### src/rtl/fsp_pkg.sv
package fsp_pkg;
  // Register byte addresses on the Avalon-MM slave
  localparam logic [7:0] OFF_FLASH_CMD = 8'h00;
  localparam logic [7:0] OFF_FLASH_STATUS = 8'h04;
  localparam logic [7:0] OFF_CMD_PROTECT = 8'h08;
  localparam logic [7:0] OFF_MODE_CTRL = 8'h0c;
  localparam logic [7:0] OFF_PROTECT_BYTE = 8'h10;
  localparam logic [7:0] OFF_PROTECT_MASK = 8'h14;
  localparam logic [7:0] OFF_IRQ_STATUS = 8'h18;
  localparam logic [7:0] OFF_IRQ_CLEAR = 8'h1c;
  localparam logic [7:0] OFF_IRQ_ENABLE = 8'h20;

  // Flash location that holds the protect byte
  localparam logic [15:0] PROTECT_BYTE_ADDR = 16'h0081;
  // Protect select field sits in bits 6..2 of the protect byte
  localparam int SEL_LSB = 2;
  localparam int SEL_MSB = 6;

  // Unlock key for the command-protect register
  localparam logic [7:0] UNLOCK_KEY = 8'ha5;

  // Flash status register bit positions
  localparam int STAT_SEQ_ERR = 0;
  localparam int STAT_WP_ERR = 2;
  localparam logic [7:0] STAT_WR_MASK = 8'h05;

  // Protect select codes
  localparam logic [4:0] SEL_ALL_OPEN = 5'h1f;
  localparam logic [4:0] SEL16_FIRST = 5'h08;
  localparam logic [4:0] SEL8_FIRST = 5'h0c;
  localparam logic [4:0] SEL_LAST = 5'h0f;
  localparam logic [4:0] TOP16_FIRST = 5'h0f;
  localparam logic [4:0] TOP8_FIRST = 5'h07;

  // Interrupt event bit positions
  localparam int IRQ_SEQ_ERR = 0;
  localparam int IRQ_WP_ERR = 1;
  localparam int IRQ_MODE_SET = 2;
  localparam int IRQ_BITS = 3;

  // Reset values
  localparam logic [7:0] RST_FLASH_CMD = 8'h00;
  localparam logic [7:0] RST_STATUS = 8'h00;
  localparam logic [7:0] RST_PROTECT_BYTE = 8'hff;
  localparam logic [2:0] RST_IRQ_ENABLE = 3'h0;

  // Guarded sequence states, one-hot
  typedef enum logic [3:0] {
    SEQ_IDLE = 4'h1,
    SEQ_ARMED = 4'h2,
    SEQ_FIRST = 4'h4,
    SEQ_SECOND = 4'h8
  } fsp_seq_type;
endpackage

### src/rtl/fsp_protect_decode.sv
// Turns the protect select field into a per-block protect mask
module fsp_protect_decode (
  input wire logic [4:0] sel_i,
  input wire logic variant16_i,
  output logic [15:0] mask_o,
  output logic prohibited_o
);
  logic [4:0] top; // Highest protected block
  logic code_ok; // Code listed for this variant
  logic any_prot; // At least one block protected

  // Highest protected block for a listed code, two blocks per code step
  function automatic logic [4:0] top_block(input logic [4:0] sel, input logic [4:0] first,
                                           input logic [4:0] first_top);
    logic [4:0] step;
    step = sel - first;
    top_block = first_top - {step[3:0], 1'b0};
  endfunction

  // Code lookup per variant
  always_comb begin
    if (variant16_i) begin
      code_ok = (sel_i >= fsp_pkg::SEL16_FIRST) && (sel_i <= fsp_pkg::SEL_LAST);
      top = top_block(sel_i, fsp_pkg::SEL16_FIRST, fsp_pkg::TOP16_FIRST);
    end else begin
      code_ok = (sel_i >= fsp_pkg::SEL8_FIRST) && (sel_i <= fsp_pkg::SEL_LAST);
      top = top_block(sel_i, fsp_pkg::SEL8_FIRST, fsp_pkg::TOP8_FIRST);
    end
  end

  // Prohibited codes protect everything: fail safe rather than open
  assign prohibited_o = !code_ok && (sel_i != fsp_pkg::SEL_ALL_OPEN);
  assign any_prot = code_ok || prohibited_o;

  // One comparator per block
  genvar b;
  generate
    for (b = 0; b < 16; b++) begin : g_blk
      assign mask_o[b] = prohibited_o || (any_prot && (5'(b) <= top));
    end
  endgenerate
endmodule

### src/rtl/fsp_entry_ctrl.sv
module fsp_entry_ctrl (
  input wire logic clk_sys_i,
  input wire logic sys_rst_i,
  input wire logic [7:0] avs_address_i,
  input wire logic avs_read_i,
  input wire logic avs_write_i,
  input wire logic [31:0] avs_writedata_i,
  input wire logic [3:0] avs_byteenable_i,
  output logic [31:0] avs_readdata_o,
  output logic avs_waitrequest_o,
  input wire logic [7:0] prot_byte_i,
  input wire logic variant16_i,
  input wire logic op_req_i,
  input wire logic [3:0] op_block_i,
  output logic op_grant_o,
  output logic op_denied_o,
  output logic self_prog_o,
  output logic [15:0] block_protect_o,
  output logic flash_cmd_o,
  output logic irq_o
);
  // Bus handshake state
  logic [31:0] next_readdata;
  logic next_waitrequest;
  logic wr_acc; // Write taken this cycle
  logic [7:0] wd; // Low byte of write data

  // Sequencer state
  fsp_pkg::fsp_seq_type state, next_state;
  logic [7:0] first_val, next_first_val; // Value of the first mode write
  logic mode, next_mode; // Self-programming mode
  logic seq_err_set; // Sequence failed this cycle
  logic mode_set_evt; // Third write applied this cycle

  // Registers
  logic [7:0] flash_cmd, next_flash_cmd;
  logic [7:0] status, next_status;
  logic [7:0] prot_byte, next_prot_byte;
  logic [15:0] prot_mask, next_prot_mask;
  logic prohibited, next_prohibited;
  logic variant_q, next_variant_q; // Strap caught after reset
  logic strap_done, next_strap_done;
  logic strap_meta, strap_sync; // Variant pin through two flops

  // Interrupt and operation path
  logic [fsp_pkg::IRQ_BITS-1:0] irq_stat, next_irq_stat;
  logic [fsp_pkg::IRQ_BITS-1:0] irq_en, next_irq_en;
  logic [fsp_pkg::IRQ_BITS-1:0] irq_evt;
  logic next_irq;
  logic next_grant, next_denied;
  logic [15:0] dec_mask;
  logic dec_prohibited;

  // Address match used by every register branch
  function automatic logic hit(input logic [7:0] addr, input logic [7:0] off);
    hit = (addr == off);
  endfunction

  // Field decode for the protect byte
  fsp_protect_decode u_decode (
    .sel_i(prot_byte[fsp_pkg::SEL_MSB:fsp_pkg::SEL_LSB]),
    .variant16_i(variant_q),
    .mask_o(dec_mask),
    .prohibited_o(dec_prohibited)
  );

  assign wd = avs_writedata_i[7:0];
  // Only the low lane carries register bits; a write without it is a no-op
  assign wr_acc = avs_write_i && !avs_waitrequest_o && avs_byteenable_i[0];

  // Bus: one wait cycle, then a single ready cycle with read data
  always_comb begin
    next_waitrequest = 1'b1;
    next_readdata = avs_readdata_o;
    if ((avs_read_i || avs_write_i) && avs_waitrequest_o) begin
      next_waitrequest = 1'b0;
      next_readdata = 32'h0000_0000; // Unmapped reads return zero
      if (hit(avs_address_i, fsp_pkg::OFF_FLASH_CMD)) begin
        next_readdata[7:0] = flash_cmd;
      end else if (hit(avs_address_i, fsp_pkg::OFF_FLASH_STATUS)) begin
        next_readdata[7:0] = status;
      end else if (hit(avs_address_i, fsp_pkg::OFF_MODE_CTRL)) begin
        next_readdata[0] = mode;
      end else if (hit(avs_address_i, fsp_pkg::OFF_PROTECT_BYTE)) begin
        next_readdata[8:0] = {prohibited, prot_byte};
      end else if (hit(avs_address_i, fsp_pkg::OFF_PROTECT_MASK)) begin
        next_readdata[15:0] = prot_mask;
      end else if (hit(avs_address_i, fsp_pkg::OFF_IRQ_STATUS)) begin
        next_readdata[fsp_pkg::IRQ_BITS-1:0] = irq_stat;
      end else if (hit(avs_address_i, fsp_pkg::OFF_IRQ_ENABLE)) begin
        next_readdata[fsp_pkg::IRQ_BITS-1:0] = irq_en;
      end
    end
  end

  always_ff @(posedge clk_sys_i) begin
    if (sys_rst_i) begin
      avs_waitrequest_o <= 1'b1;
      avs_readdata_o <= 32'h0000_0000;
    end else begin
      avs_waitrequest_o <= next_waitrequest;
      avs_readdata_o <= next_readdata;
    end
  end

  // Guarded unlock sequence; reads never break it, writes elsewhere do
  always_comb begin
    next_state = state;
    next_first_val = first_val;
    next_mode = mode;
    seq_err_set = 1'b0;
    mode_set_evt = 1'b0;
    if (wr_acc) begin
      if (hit(avs_address_i, fsp_pkg::OFF_CMD_PROTECT)) begin
        // A fresh key restarts; interrupting a half-done sequence fails it
        seq_err_set = (state == fsp_pkg::SEQ_FIRST) || (state == fsp_pkg::SEQ_SECOND);
        next_state = (wd == fsp_pkg::UNLOCK_KEY) ? fsp_pkg::SEQ_ARMED : fsp_pkg::SEQ_IDLE;
      end else if (hit(avs_address_i, fsp_pkg::OFF_MODE_CTRL)) begin
        case (state)
          fsp_pkg::SEQ_ARMED: begin
            next_first_val = wd; // Held, not applied
            next_state = fsp_pkg::SEQ_FIRST;
          end
          fsp_pkg::SEQ_FIRST: begin
            if (wd == ~first_val) begin
              next_state = fsp_pkg::SEQ_SECOND; // Inverse, not applied
            end else begin
              seq_err_set = 1'b1;
              next_state = fsp_pkg::SEQ_IDLE;
            end
          end
          fsp_pkg::SEQ_SECOND: begin
            next_state = fsp_pkg::SEQ_IDLE;
            if (wd == first_val) begin
              next_mode = wd[0]; // Third write takes effect
              mode_set_evt = 1'b1;
            end else begin
              seq_err_set = 1'b1;
            end
          end
          default: begin
            seq_err_set = 1'b1; // Unguarded mode write refused
            next_state = fsp_pkg::SEQ_IDLE;
          end
        endcase
      end else if (state != fsp_pkg::SEQ_IDLE) begin
        seq_err_set = 1'b1; // Foreign write breaks the order
        next_state = fsp_pkg::SEQ_IDLE;
      end
    end
  end

  always_ff @(posedge clk_sys_i) begin
    if (sys_rst_i) begin
      state <= fsp_pkg::SEQ_IDLE;
      first_val <= 8'h00;
      mode <= 1'b0;
    end else begin
      state <= next_state;
      first_val <= next_first_val;
      mode <= next_mode;
    end
  end

  // Strap pin is not timed to this clock; runs through reset so it is settled
  always_ff @(posedge clk_sys_i) begin
    strap_meta <= variant16_i;
    strap_sync <= strap_meta;
  end

  // Plain registers, flash status and protect decode
  always_comb begin
    next_flash_cmd = flash_cmd;
    next_status = status;
    next_prot_byte = prot_byte_i; // Flash array drives the byte at 0081H
    next_prot_mask = dec_mask;
    next_prohibited = dec_prohibited;
    next_strap_done = 1'b1;
    next_variant_q = strap_done ? variant_q : strap_sync;
    if (wr_acc && hit(avs_address_i, fsp_pkg::OFF_FLASH_CMD)) begin
      next_flash_cmd = wd;
    end
    if (wr_acc && hit(avs_address_i, fsp_pkg::OFF_FLASH_STATUS)) begin
      next_status = wd & fsp_pkg::STAT_WR_MASK;
    end
    // Hardware sets win over a clearing write in the same cycle
    if (seq_err_set) begin
      next_status[fsp_pkg::STAT_SEQ_ERR] = 1'b1;
    end
    if (next_denied) begin
      next_status[fsp_pkg::STAT_WP_ERR] = 1'b1;
    end
  end

  always_ff @(posedge clk_sys_i) begin
    if (sys_rst_i) begin
      flash_cmd <= fsp_pkg::RST_FLASH_CMD;
      status <= fsp_pkg::RST_STATUS;
      prot_byte <= fsp_pkg::RST_PROTECT_BYTE;
      prot_mask <= 16'h0000;
      prohibited <= 1'b0;
      variant_q <= 1'b0;
      strap_done <= 1'b0;
    end else begin
      flash_cmd <= next_flash_cmd;
      status <= next_status;
      prot_byte <= next_prot_byte;
      prot_mask <= next_prot_mask;
      prohibited <= next_prohibited;
      variant_q <= next_variant_q;
      strap_done <= next_strap_done;
    end
  end

  // Write/erase gating and interrupt logic
  always_comb begin
    // Outside self-programming the mask does not restrict anything
    next_denied = op_req_i && mode && prot_mask[op_block_i];
    next_grant = op_req_i && !next_denied;
    irq_evt = '0;
    irq_evt[fsp_pkg::IRQ_SEQ_ERR] = seq_err_set;
    irq_evt[fsp_pkg::IRQ_WP_ERR] = next_denied;
    irq_evt[fsp_pkg::IRQ_MODE_SET] = mode_set_evt;
    next_irq_en = irq_en;
    next_irq_stat = irq_stat;
    if (wr_acc && hit(avs_address_i, fsp_pkg::OFF_IRQ_ENABLE)) begin
      next_irq_en = wd[fsp_pkg::IRQ_BITS-1:0];
    end
    if (wr_acc && hit(avs_address_i, fsp_pkg::OFF_IRQ_CLEAR)) begin
      next_irq_stat = irq_stat & ~wd[fsp_pkg::IRQ_BITS-1:0];
    end
    next_irq_stat = next_irq_stat | irq_evt; // Set beats clear
    next_irq = |(next_irq_stat & next_irq_en);
  end

  always_ff @(posedge clk_sys_i) begin
    if (sys_rst_i) begin
      irq_stat <= '0;
      irq_en <= fsp_pkg::RST_IRQ_ENABLE;
      irq_o <= 1'b0;
      op_grant_o <= 1'b0;
      op_denied_o <= 1'b0;
      self_prog_o <= 1'b0;
      block_protect_o <= 16'h0000;
      flash_cmd_o <= 1'b0;
    end else begin
      irq_stat <= next_irq_stat;
      irq_en <= next_irq_en;
      irq_o <= next_irq;
      op_grant_o <= next_grant;
      op_denied_o <= next_denied;
      self_prog_o <= next_mode;
      block_protect_o <= next_prot_mask;
      flash_cmd_o <= |next_flash_cmd;
    end
  end
endmodule

### config.mk
export PLATFORM = sky130hd
export DESIGN_NAME = fsp_entry_ctrl
export DESIGN_NICKNAME = d
export VERILOG_FILES = /design/src/rtl/fsp_pkg.sv /design/src/rtl/fsp_protect_decode.sv /design/src/rtl/fsp_entry_ctrl.sv
export SDC_FILE = /design/constraint.sdc
export NUM_CORES = 1
export LEC_CHECK = 0
export ABC_CLOCK_PERIOD_IN_PS = 2600
export BUFFER_PORTS_ARGS = -buffer_cell sky130_fd_sc_hd__buf_2
export CORE_ASPECT_RATIO = 1.25
export CORE_MARGIN = 4
export CORE_UTILIZATION = 30
export CTS_CLUSTER_DIAMETER = 50
export DETAILED_ROUTE_END_ITERATION = 7
export GPL_ROUTABILITY_DRIVEN = 0
export PLACE_DENSITY = 0.56
export SLEW_MARGIN = 15
export SYNTH_ARGS = -nofsm -noshare
export SYNTH_HDL_FRONTEND = slang
export SYNTH_SLANG_ARGS = --single-unit
### constraint.sdc
create_clock -name clk_sys_i -period 2.6 [get_ports clk_sys_i]
set_clock_uncertainty 0.2 [all_clocks]
set_input_delay 0.52 -clock clk_sys_i [delete_from_list [all_inputs] [get_ports clk_sys_i]]
set_output_delay 0.52 -clock clk_sys_i [all_outputs]
set_load 0.02 [all_outputs]
==> Yosys cells after proc, flatten, opt, wreduce, memory -nomap -nowiden <==
Index checks and enable logic that the tools add are counted.
{ "totals": {"regBits": 79, "in_bits": 62, "output_inout_bits": 54, "wordCells": 169} }
{ "classes": {"add_sub_neg": 4, "magnitude_cmp": 20, "eq_ne": 16, "mux": 42, "bitwise": 6, "n_reduce_logical": 60} }
{ "op_table": {"columns": ["op", "n"], "rows": [
  ["4-bit by 5-bit less-or-equal comparator with 1-bit output, first input constant", 8],
  ["8-bit two-way mux", 5],
  ["8-bit by 5-bit == test with 1-bit output, second input constant", 4],
  ["1-bit logical AND", 29],
  ["3-bit by 5-bit less-or-equal comparator with 1-bit output, first input constant", 4],
  ["1-bit logical OR", 19],
  ["1-bit two-way mux", 18],
  ["3-bit two-way mux", 6],
  ["8-bit by 4-bit == test with 1-bit output, second input constant", 2],
  ["8-bit == test", 2],
  ["4-bit two-way mux", 4],
  ["15-bit two-way mux", 1],
  ["13-bit two-way mux", 1],
  ["5-bit by 4-bit >= comparator with 1-bit output, second input constant", 2],
  ["1-bit by 5-bit less-or-equal comparator with 1-bit output, first input constant", 2],
  ["2-bit by 5-bit less-or-equal comparator with 1-bit output, first input constant", 2],
  ["9-bit two-way mux", 1],
  ["8-bit by 3-bit == test with 1-bit output, second input constant", 1],
  ["8-bit by 6-bit == test with 1-bit output, second input constant", 1],
  ["8-bit == test, second input constant", 1],
  ["8-bit logical NOT", 1],
  ["8-bit NOT", 1],
  ["4-bit case mux with 2 select lines", 1],
  ["8-bit OR reduction", 1],
  ["26 further kinds", 31]
]} }

==> Longest topological paths before layout <==
Gate-level depths: netlist (run 1).
{ "logic_depth": {"depth_word": 10, "mapped_depth": 8, "ltp_nobuf": 6} }

==> Cells and area by module <==
From an unflattened synthesis (run 1), not the netlist that was laid out.
{ "unflattened": {"cells_unflattened": 420, "area_unflattened_um2": 3811.2} }
{ "modules_own_cells": {"columns": ["module", "n_inst", "cells_per_inst", "area_each_um2", "seq_area_each_um2"], "rows": [
  ["fsp_entry_ctrl", 1, 381, 3524.6, 1581.5],
  ["fsp_protect_decode", 1, 39, 286.5, 0.0]
]} }

==> Least setup slack after synthesis (run 1) <==
Ideal clock, no wire load.
{ "synth_timing": {"kind": "input port to flip-flop", "start": "input port avs_address_i[2]", "end": "register irq_o", "setup_ns": 0.138, "arrival_time_ns": 1.862, "required_ns": 2.262, "slack_ns": 0.400, "cell_stages": 7, "path_buffers": 1, "path_cell_list": "buf_2 or4_1 o31ai_1 a21oi_1 o21ai_0 o221a_2 o221ai_1"} }
{ "synth_between": {"elab_chain_cells": 7, "elab_cells_between_ends": 17, "classes_between": "eq/ne (4); mux (8); bitwise (2); reduce/logical (3)"} }
{ "synth_lines": {"columns": ["element", "line", "text"], "rows": [
  ["from (decl)", "fsp_entry_ctrl.sv:4", "input wire logic [7:0] avs_address_i,"],
  ["8-bit by 4-bit == test with 1-bit output", "fsp_entry_ctrl.sv:56", "hit = (addr == off);"],
  ["1-bit two-way mux", "fsp_entry_ctrl.sv:118", "end else if (hit(avs_address_i, fsp_pkg::OFF_MODE_CTRL)) begin"],
  ["1-bit two-way mux", "fsp_entry_ctrl.sv:114", "if (hit(avs_address_i, fsp_pkg::OFF_CMD_PROTECT)) begin"],
  ["1-bit two-way mux", "fsp_entry_ctrl.sv:113", "if (wr_acc) begin"],
  ["3-bit bitwise OR", "fsp_entry_ctrl.sv:232", "next_irq_stat = next_irq_stat | irq_evt;"],
  ["3-bit AND (*)", "fsp_entry_ctrl.sv:233", "next_irq = |(next_irq_stat & next_irq_en);"],
  ["3-bit OR reduction (*)", "fsp_entry_ctrl.sv:233", null],
  ["to (signal assigned)", "fsp_entry_ctrl.sv:249", "irq_o <= next_irq;"],
  ["to (decl)", "fsp_entry_ctrl.sv:20", "output logic irq_o"]
]} }
Every way passes the cells marked *; elsewhere a longest branch is shown, timed or not.
A chain may end at the register's enable or synchronous reset.

==> Worst setup path after layout (run 1) <==
{ "layout_timing": {"start": "register prot_byte[3]", "end": "register block_protect_o[12]"} }
{ "layout_between": {"elab_chain_cells": 8, "elab_cells_between_ends": 18, "classes_between": "add/sub (4); order compare (4); eq/ne (1); mux (2); reduce/logical (7)"} }
{ "layout_lines": {"columns": ["element", "line", "text"], "rows": [
  ["from (decl)", "fsp_entry_ctrl.sv:38", "logic [7:0] prot_byte, next_prot_byte;"],
  ["from (signal assigned)", "fsp_entry_ctrl.sv:199", "prot_byte <= fsp_pkg::RST_PROTECT_BYTE;"],
  ["from (signal assigned)", "fsp_entry_ctrl.sv:207", "prot_byte <= next_prot_byte;"],
  ["parallel branches: the longest is 7 deep, another holds 3-bit by 5-bit subtractor with 5-bit output", null, null],
  ["1-bit logical OR (*)", "fsp_protect_decode.sv:39", "assign mask_o[b] = prohibited_o || (any_prot && (5'(b) <= top));"],
  ["to (signal assigned)", "fsp_entry_ctrl.sv:253", "block_protect_o <= next_prot_mask;"],
  ["to (decl)", "fsp_entry_ctrl.sv:18", "output logic [15:0] block_protect_o,"]
]} }
Mark *: on every way between the ends.

==> summary.txt, run 1 <==
Run status
  • Status: finished, final reports clean

Clocking
  • Clk pin slew, worst setup/hold paths: 0.06 ns
  • CTS resizes: 0
  • Clock tree from TritonCTS: built
  • Number of H-tree levels: 3
  • Root buffer cell: clkbuf_16
  • Worst-skew pair later-pin latency: 0.33 ns
  • Longest Clk Path Bufs: 2
  • TritonCTS buffer count: 9
  • Cts hold-fix bufs: 0
  • # clock sinks: 78
  • Post-CTS Setup Bufs: 0

Worst setup path
  • Crit Path Class: flip-flop to flip-flop
  • Max incr delay on CP: 0.68 ns
  • Crit-path cells: nand2_1 > o31ai_1 > nor2_1 > a31oi_1 > o22ai_1
  • Crit-path leading delay family: compound AO/OA/AOI/OAI gates
  • Startpoint Class: flip-flop
  • Critical Path End Type: flip-flop
  • Worst path bufs/invs: 0
  • CP Data Arrival Time: 2.05 ns
  • Critical path's slowest cell: o31ai_1
  • Crit Reg-Reg Endpoint: block_protect_o[12]
  • R2R Setup Slk: 0.53 ns
  • Critical Path Source: prot_byte[3]
  • R2R Path Start: prot_byte[3]
  • CP endpoint: block_protect_o[12]
  • R2R cell count: 5
  • CP Depth: 5
  • Maximum fanout along the worst path: 8
  • Worst EP required: 2.58 ns

Routing
  • Drt total wl: 9.67 mm
  • Total number of vias: 3086
  • DRC Markers: 0
  • DRT iter0 DRCs: 101
  • Drt first pass iters: 4
  • Routed WL per cell: 16.3 um
  • Drt via density: 5.20
  • ANT nets after route: 0

Floorplan
  • DIE WIDTH: 105 um
  • IO Pins: 116
  • DIE AREA: 0.0135 mm2
  • Rows: 43
  • Initial Utilization: 0.312
  • Die Y: 129 um
  • Core area: 0.0112 mm2

Logic synthesis
  • Synth Register Bits: 78
  • Compound-Gate Fraction of Synth Area: 0.151
  • Seq/Total Area, Yosys: 0.445
  • Simple-Gate Fraction of Synth Area: 0.214
  • Post-synth top area cell: dfxtp_1
  • Synth unique cells: 57
  • Area contributors post-synth: dfxtp_1, mux2i_1, nor2_1
  • Mean Syn Cell Area: 9.28 um2
  • Yosys warns: 0
  • Post-synth ARST share: 0
  • Largest family of logic cells by synthesized area: simple AND/OR/NAND/NOR gates
  • EDFF count, synth: 0
  • Multiplexer share of the synthesized area: 0.0913
  • Adder-cell share of the synthesized area: 0.00285
  • Ys flop type: dfxtp_1
  • Post-Syn Area: 0.00351 mm2
  • Cells after Synth: 378
  • Most frequent cell after synthesis: dfxtp_1
  • Post-Synth XOR/XNOR Area: 0.0250
  • Most frequent cells after synthesis: dfxtp_1, nor2_1, nand2_1
  • Top cell type's share of synthesized area: 0.445

Cells and area
  • Antenna diode count: 0
  • Share of layout cells above drive strength 1: 0.275
  • Multi-input gate area: 0.00176 mm2
  • Reg area: 0.00156 mm2
  • Nets: 515
  • Area Growth Syn to Fin: 22.6%
  • Fillers: 1140

Timing
  • Worst-Margin Slew: 0.765 ns
  • Slew Viols, Final: 0
  • FMAX: 482 MHz
  • RSZ-0062 raised after global routing: false
  • Fin crit share: 0.798
  • Fin crit period: 2.07 ns
  • Rel. slew slack: 0.486
  • Setup_tns: 0 ns
  • Final setup viols: 0
  • Final hold vios: 0

Pwr
  • Overall Power: 2820 uW
  • P per Cell Area: 655 mW/mm2
  • P_leak: 0.00186 uW
  • Maximum vdd drop: 340 uV

Global routing
  • Number of global-route vias before repair: 3079
  • Global-route wire length before repair: 15.8 mm
  • Grt ovf: 0
  • Gr usage total: 0.146
  • Pin count of the biggest net entering global routing: 50
  • Initial antenna violation count: 0

Hold path
  • Hold path depth: 1
  • Min-delay worst type: input pin to flip-flop

Place
  • DP HPWL: 7.45 mm
  • I/O Buffers: 72

Flow run
  • Max-cap violations: 0
==> cell type report <==
| cell class | count | area share |
|---|---|---|
| inverters | 6 | 0.00524 |
| clock inverters | 5 | 0.0137 |
| flip-flops and latches | 78 | 0.363 |
| well taps | 135 | 0.0393 |
| clock buffers | 11 | 0.0564 |
| multi-input cells | 269 | 0.409 |
| repair buffers | 89 | 0.113 |
==> logic make-up (layout without fill, tap and decap cells) <==
group	Yosys count	after routing
simple gates	137	137
compound gates	78	78
flops	78	78
buf+inv	46	111
mux	27	27
xor+xnor	10	10
fa+ha+maj	1	1
other cells	1	16
==> state kept, by name (all words and copies together), names as in the netlist, 2 cells and up <==
name / cells
first_val: 8
status: 2
state: 4
prot_byte: 8
irq_stat: 3
irq_en: 3
block_protect_o: 15
flash_cmd: 8
avs_readdata_o: 16
==> worst min path at each step <==
stage	startpoint	to
2_1_floorplan	strap_meta	strap_sync
4_1_cts	variant16_i	strap_meta
5_1_grt	variant16_i	strap_meta
6_report	variant16_i	strap_meta
3_3_place_gp	strap_meta	strap_sync
3_5_place_dp	strap_meta	strap_sync
==> through the flow <==
| stage | instance area, um2 | cells | hold WS (ns) | worst slack (ns) | util |
|---|---|---|---|---|---|
| after floorplan | 3560 | 393 | 0.110 | 0.400 | - |
| after CTS | 4300 | 593 | 0.0779 | 0.544 | 0.382 |
| final | 4300 | 593 | 0.0889 | 0.526 | 0.382 |
| after detailed placement | 4000 | 577 | 0.115 | 0.211 | 0.356 |
| after global routing | 4300 | 593 | 0.0849 | 0.382 | 0.382 |
| after global placement | 4000 | 577 | 0.113 | 0.222 | 0.356 |
==> cells in the final DEF (no fill, tap or decap), types with 10 or more instances in the layout <==
master / n
mux2i_1: 23
buf_4: 17
dfxtp_1: 78
conb_1: 16
xnor2_1: 10
a21oi_1: 18
nor2_1: 43
buf_2: 72
nand2_1: 26
nand3_1: 10
==> where the power goes <==
part	switching, uW	leakage [uW]	internal, uW	total, uW
Clock	468	0.000142	769	1240
Combinational	193	0.00108	107	300
Sequential	40.5	0.000639	1240	1280
==> per-layer routing <==
metal | track usage | up-vias | wire [um]
met5 | 0 | - | 0
met4 | 0.0741 | 0 | 323
met3 | 0.0296 | 22 | 580
met2 | 0.259 | 113 | 4860
met1 | 0.166 | 1458 | 3910
li1 | - | 1493 | -
Power figures use the tool's default switching activity.
==> run 2: changes to the inputs <==
- ABC_CLOCK_PERIOD_IN_PS: 2600 -> 1800
- PLACE_DENSITY: 0.56 -> 0.58
- clock period: 2.6 -> 1.8 ns (I/O delays scaled with it)
==> summary.txt, run 2 (synthesis results as in run 1) <==
Routing
  • Drt first pass iters: 6
  • DRC Markers: 0
  • Total number of vias: 3435
  • DRT iter0 DRCs: 155
  • Drt via density: 5.12
  • ANT nets after route: 0
  • Drt total wl: 10.6 mm
  • Routed WL per cell: 15.7 um

Worst setup path
  • Startpoint Class: flip-flop
  • Critical path's slowest cell: mux4_2
  • Crit-path cells: mux4_2 > mux4_2 > nand4_1 > buf_4 > inv_2
  • Critical Path End Type: flip-flop
  • Most frequent CP cell: mux4_2
  • Maximum fanout along the worst path: 4
  • Crit-path leading delay family: multiplexers
  • Worst EP required: 1.84 ns
  • Crit Path Class: flip-flop to flip-flop
  • CP Data Arrival Time: 1.96 ns
  • Max incr delay on CP: 0.49 ns
  • Worst path bufs/invs: 2

Cells and area
  • Commonest non-fill, non-tap cell in the layout: buf_4
  • Most frequent cells in the layout: buf_4, buf_2, dfxtp_1
  • Top reg by flops: avs_readdata_o
  • Antenna diode count: 0
  • Max FFs per register: 16
  • Share of layout cells above drive strength 1: 0.420
  • Final instance area: 0.00505 mm2
  • Nets: 593
  • Largest regs: avs_readdata_o x16, block_protect_o x15
  • Area Growth Syn to Fin: 44.1%

Clocking
  • Clk pin slew, worst setup/hold paths: 0.06 ns
  • Worst-skew pair later-pin latency: 0.34 ns
  • Number of H-tree levels: 3
  • TritonCTS buffer count: 9
  • Clock tree from TritonCTS: built
  • Longest Clk Path Bufs: 2
  • Root buffer cell: clkbuf_16
  • # clock sinks: 78

Hold path
  • Min-delay worst type: input pin to flip-flop

Timing
  • RSZ-0062 raised after global routing: true
  • Setup_tns: -0.643 ns
  • FMAX: 521 MHz
  • Final hold vios: 0
  • Slew Viols, Final: 0
  • Final setup viols: 8
  • Fin crit share: 1.07
  • Setup slack after layout: -0.119 ns
  • Fin crit period: 1.92 ns

Global routing
  • Global-route wire length before repair: 16.6 mm
  • Grt ovf: 0
  • Initial antenna violation count: 0
  • Gr usage total: 0.155
  • Pin count of the biggest net entering global routing: 24
  • Number of global-route vias before repair: 3300

Floorplan
  • Die Y: 129 um
  • IO Pins: 116
  • Core area: 0.0112 mm2
  • DIE AREA: 0.0135 mm2
  • DIE WIDTH: 105 um
  • Initial Utilization: 0.312
  • Rows: 43

Run status
  • Failing checks: negative setup slack
  • Status: finished, violations left

Pwr
  • Maximum vdd drop: 518 uV
  • Overall Power: 4380 uW
  • P per Cell Area: 866 mW/mm2
  • P_leak: 0.00230 uW

Place
  • Place WS: -0.370 ns
  • DP HPWL: 8.22 mm
  • I/O Buffers: 72
  • Dpl cell area: 0.00460 mm2

Flow run
  • Max-cap violations: 0
-- run 2: repair_timing --
item                                    CTS  global route
resized for setup                         5            14
endpoints found under the setup margin    9            15
buffers inserted                          1             3
pin swaps                                10            17
endpoints found under the hold margin     5             0
hold buffers                              5             0
cloned                                    0             0
-- run 2: worst register-to-register path: stages (launching register included) --
cell and delay, ns:
dfxtp_2 0.32, mux4_2 0.46, mux4_2 0.49, nand4_1 0.19, buf_4 0.15, inv_2 0.02
-- run 2: where the power goes --
part / switching [uW] / leakage (uW) / total [uW] / internal (uW)
Sequential: 36.9 / 0.000642 / 1830 / 1790
Clock: 730 / 0.000154 / 1960 / 1230
Combinational: 332 / 0.00150 / 597 / 265
-- run 2: area by class of cell --
| cell class | count | area [um2] |
|---|---|---|
| Timing Repair Buffer | 167 | 1100 |
| Multi-Input combinational cell | 269 | 1870 |
| Clock buffer | 10 | 229 |
| Fill cell | 1061 | 6190 |
| Inverter | 6 | 22.5 |
| Sequential cell | 78 | 1570 |
| Clock inverter | 6 | 93.8 |
| Tap cell | 135 | 169 |
-- run 2: metal layers --
| layer | track usage | up-vias | routed length, um |
|---|---|---|---|
| li1 | - | 1657 | - |
| met1 | 0.186 | 1633 | 4380 |
| met2 | 0.267 | 124 | 5320 |
| met3 | 0.0296 | 21 | 567 |
| met4 | 0.0757 | 0 | 292 |
| met5 | 0 | - | 0 |
-- run 2: worst paths after layout --
check	start	end	slack, ns	cells after the start
setup / recovery	block_protect_o[15]	op_denied_o	-0.12	5
hold / removal	prot_byte_i[7]	prot_byte[7]	0.01	2
setup reg to reg	block_protect_o[15]	op_denied_o	-0.12	5
hold reg to reg	strap_meta	strap_sync	0.13	0
-- run 2: metrics by stage --
step | instances | hold WS [ns] | util
6_report | 671 | 0.00987 | 0.450
4_1_cts | 668 | 0.00191 | 0.444
5_1_grt | 671 | 0.0146 | 0.450
3_5_place_dp | 646 | 0.114 | 0.409
3_3_place_gp | 646 | 0.111 | 0.409
2_1_floorplan | 393 | 0.110 | -
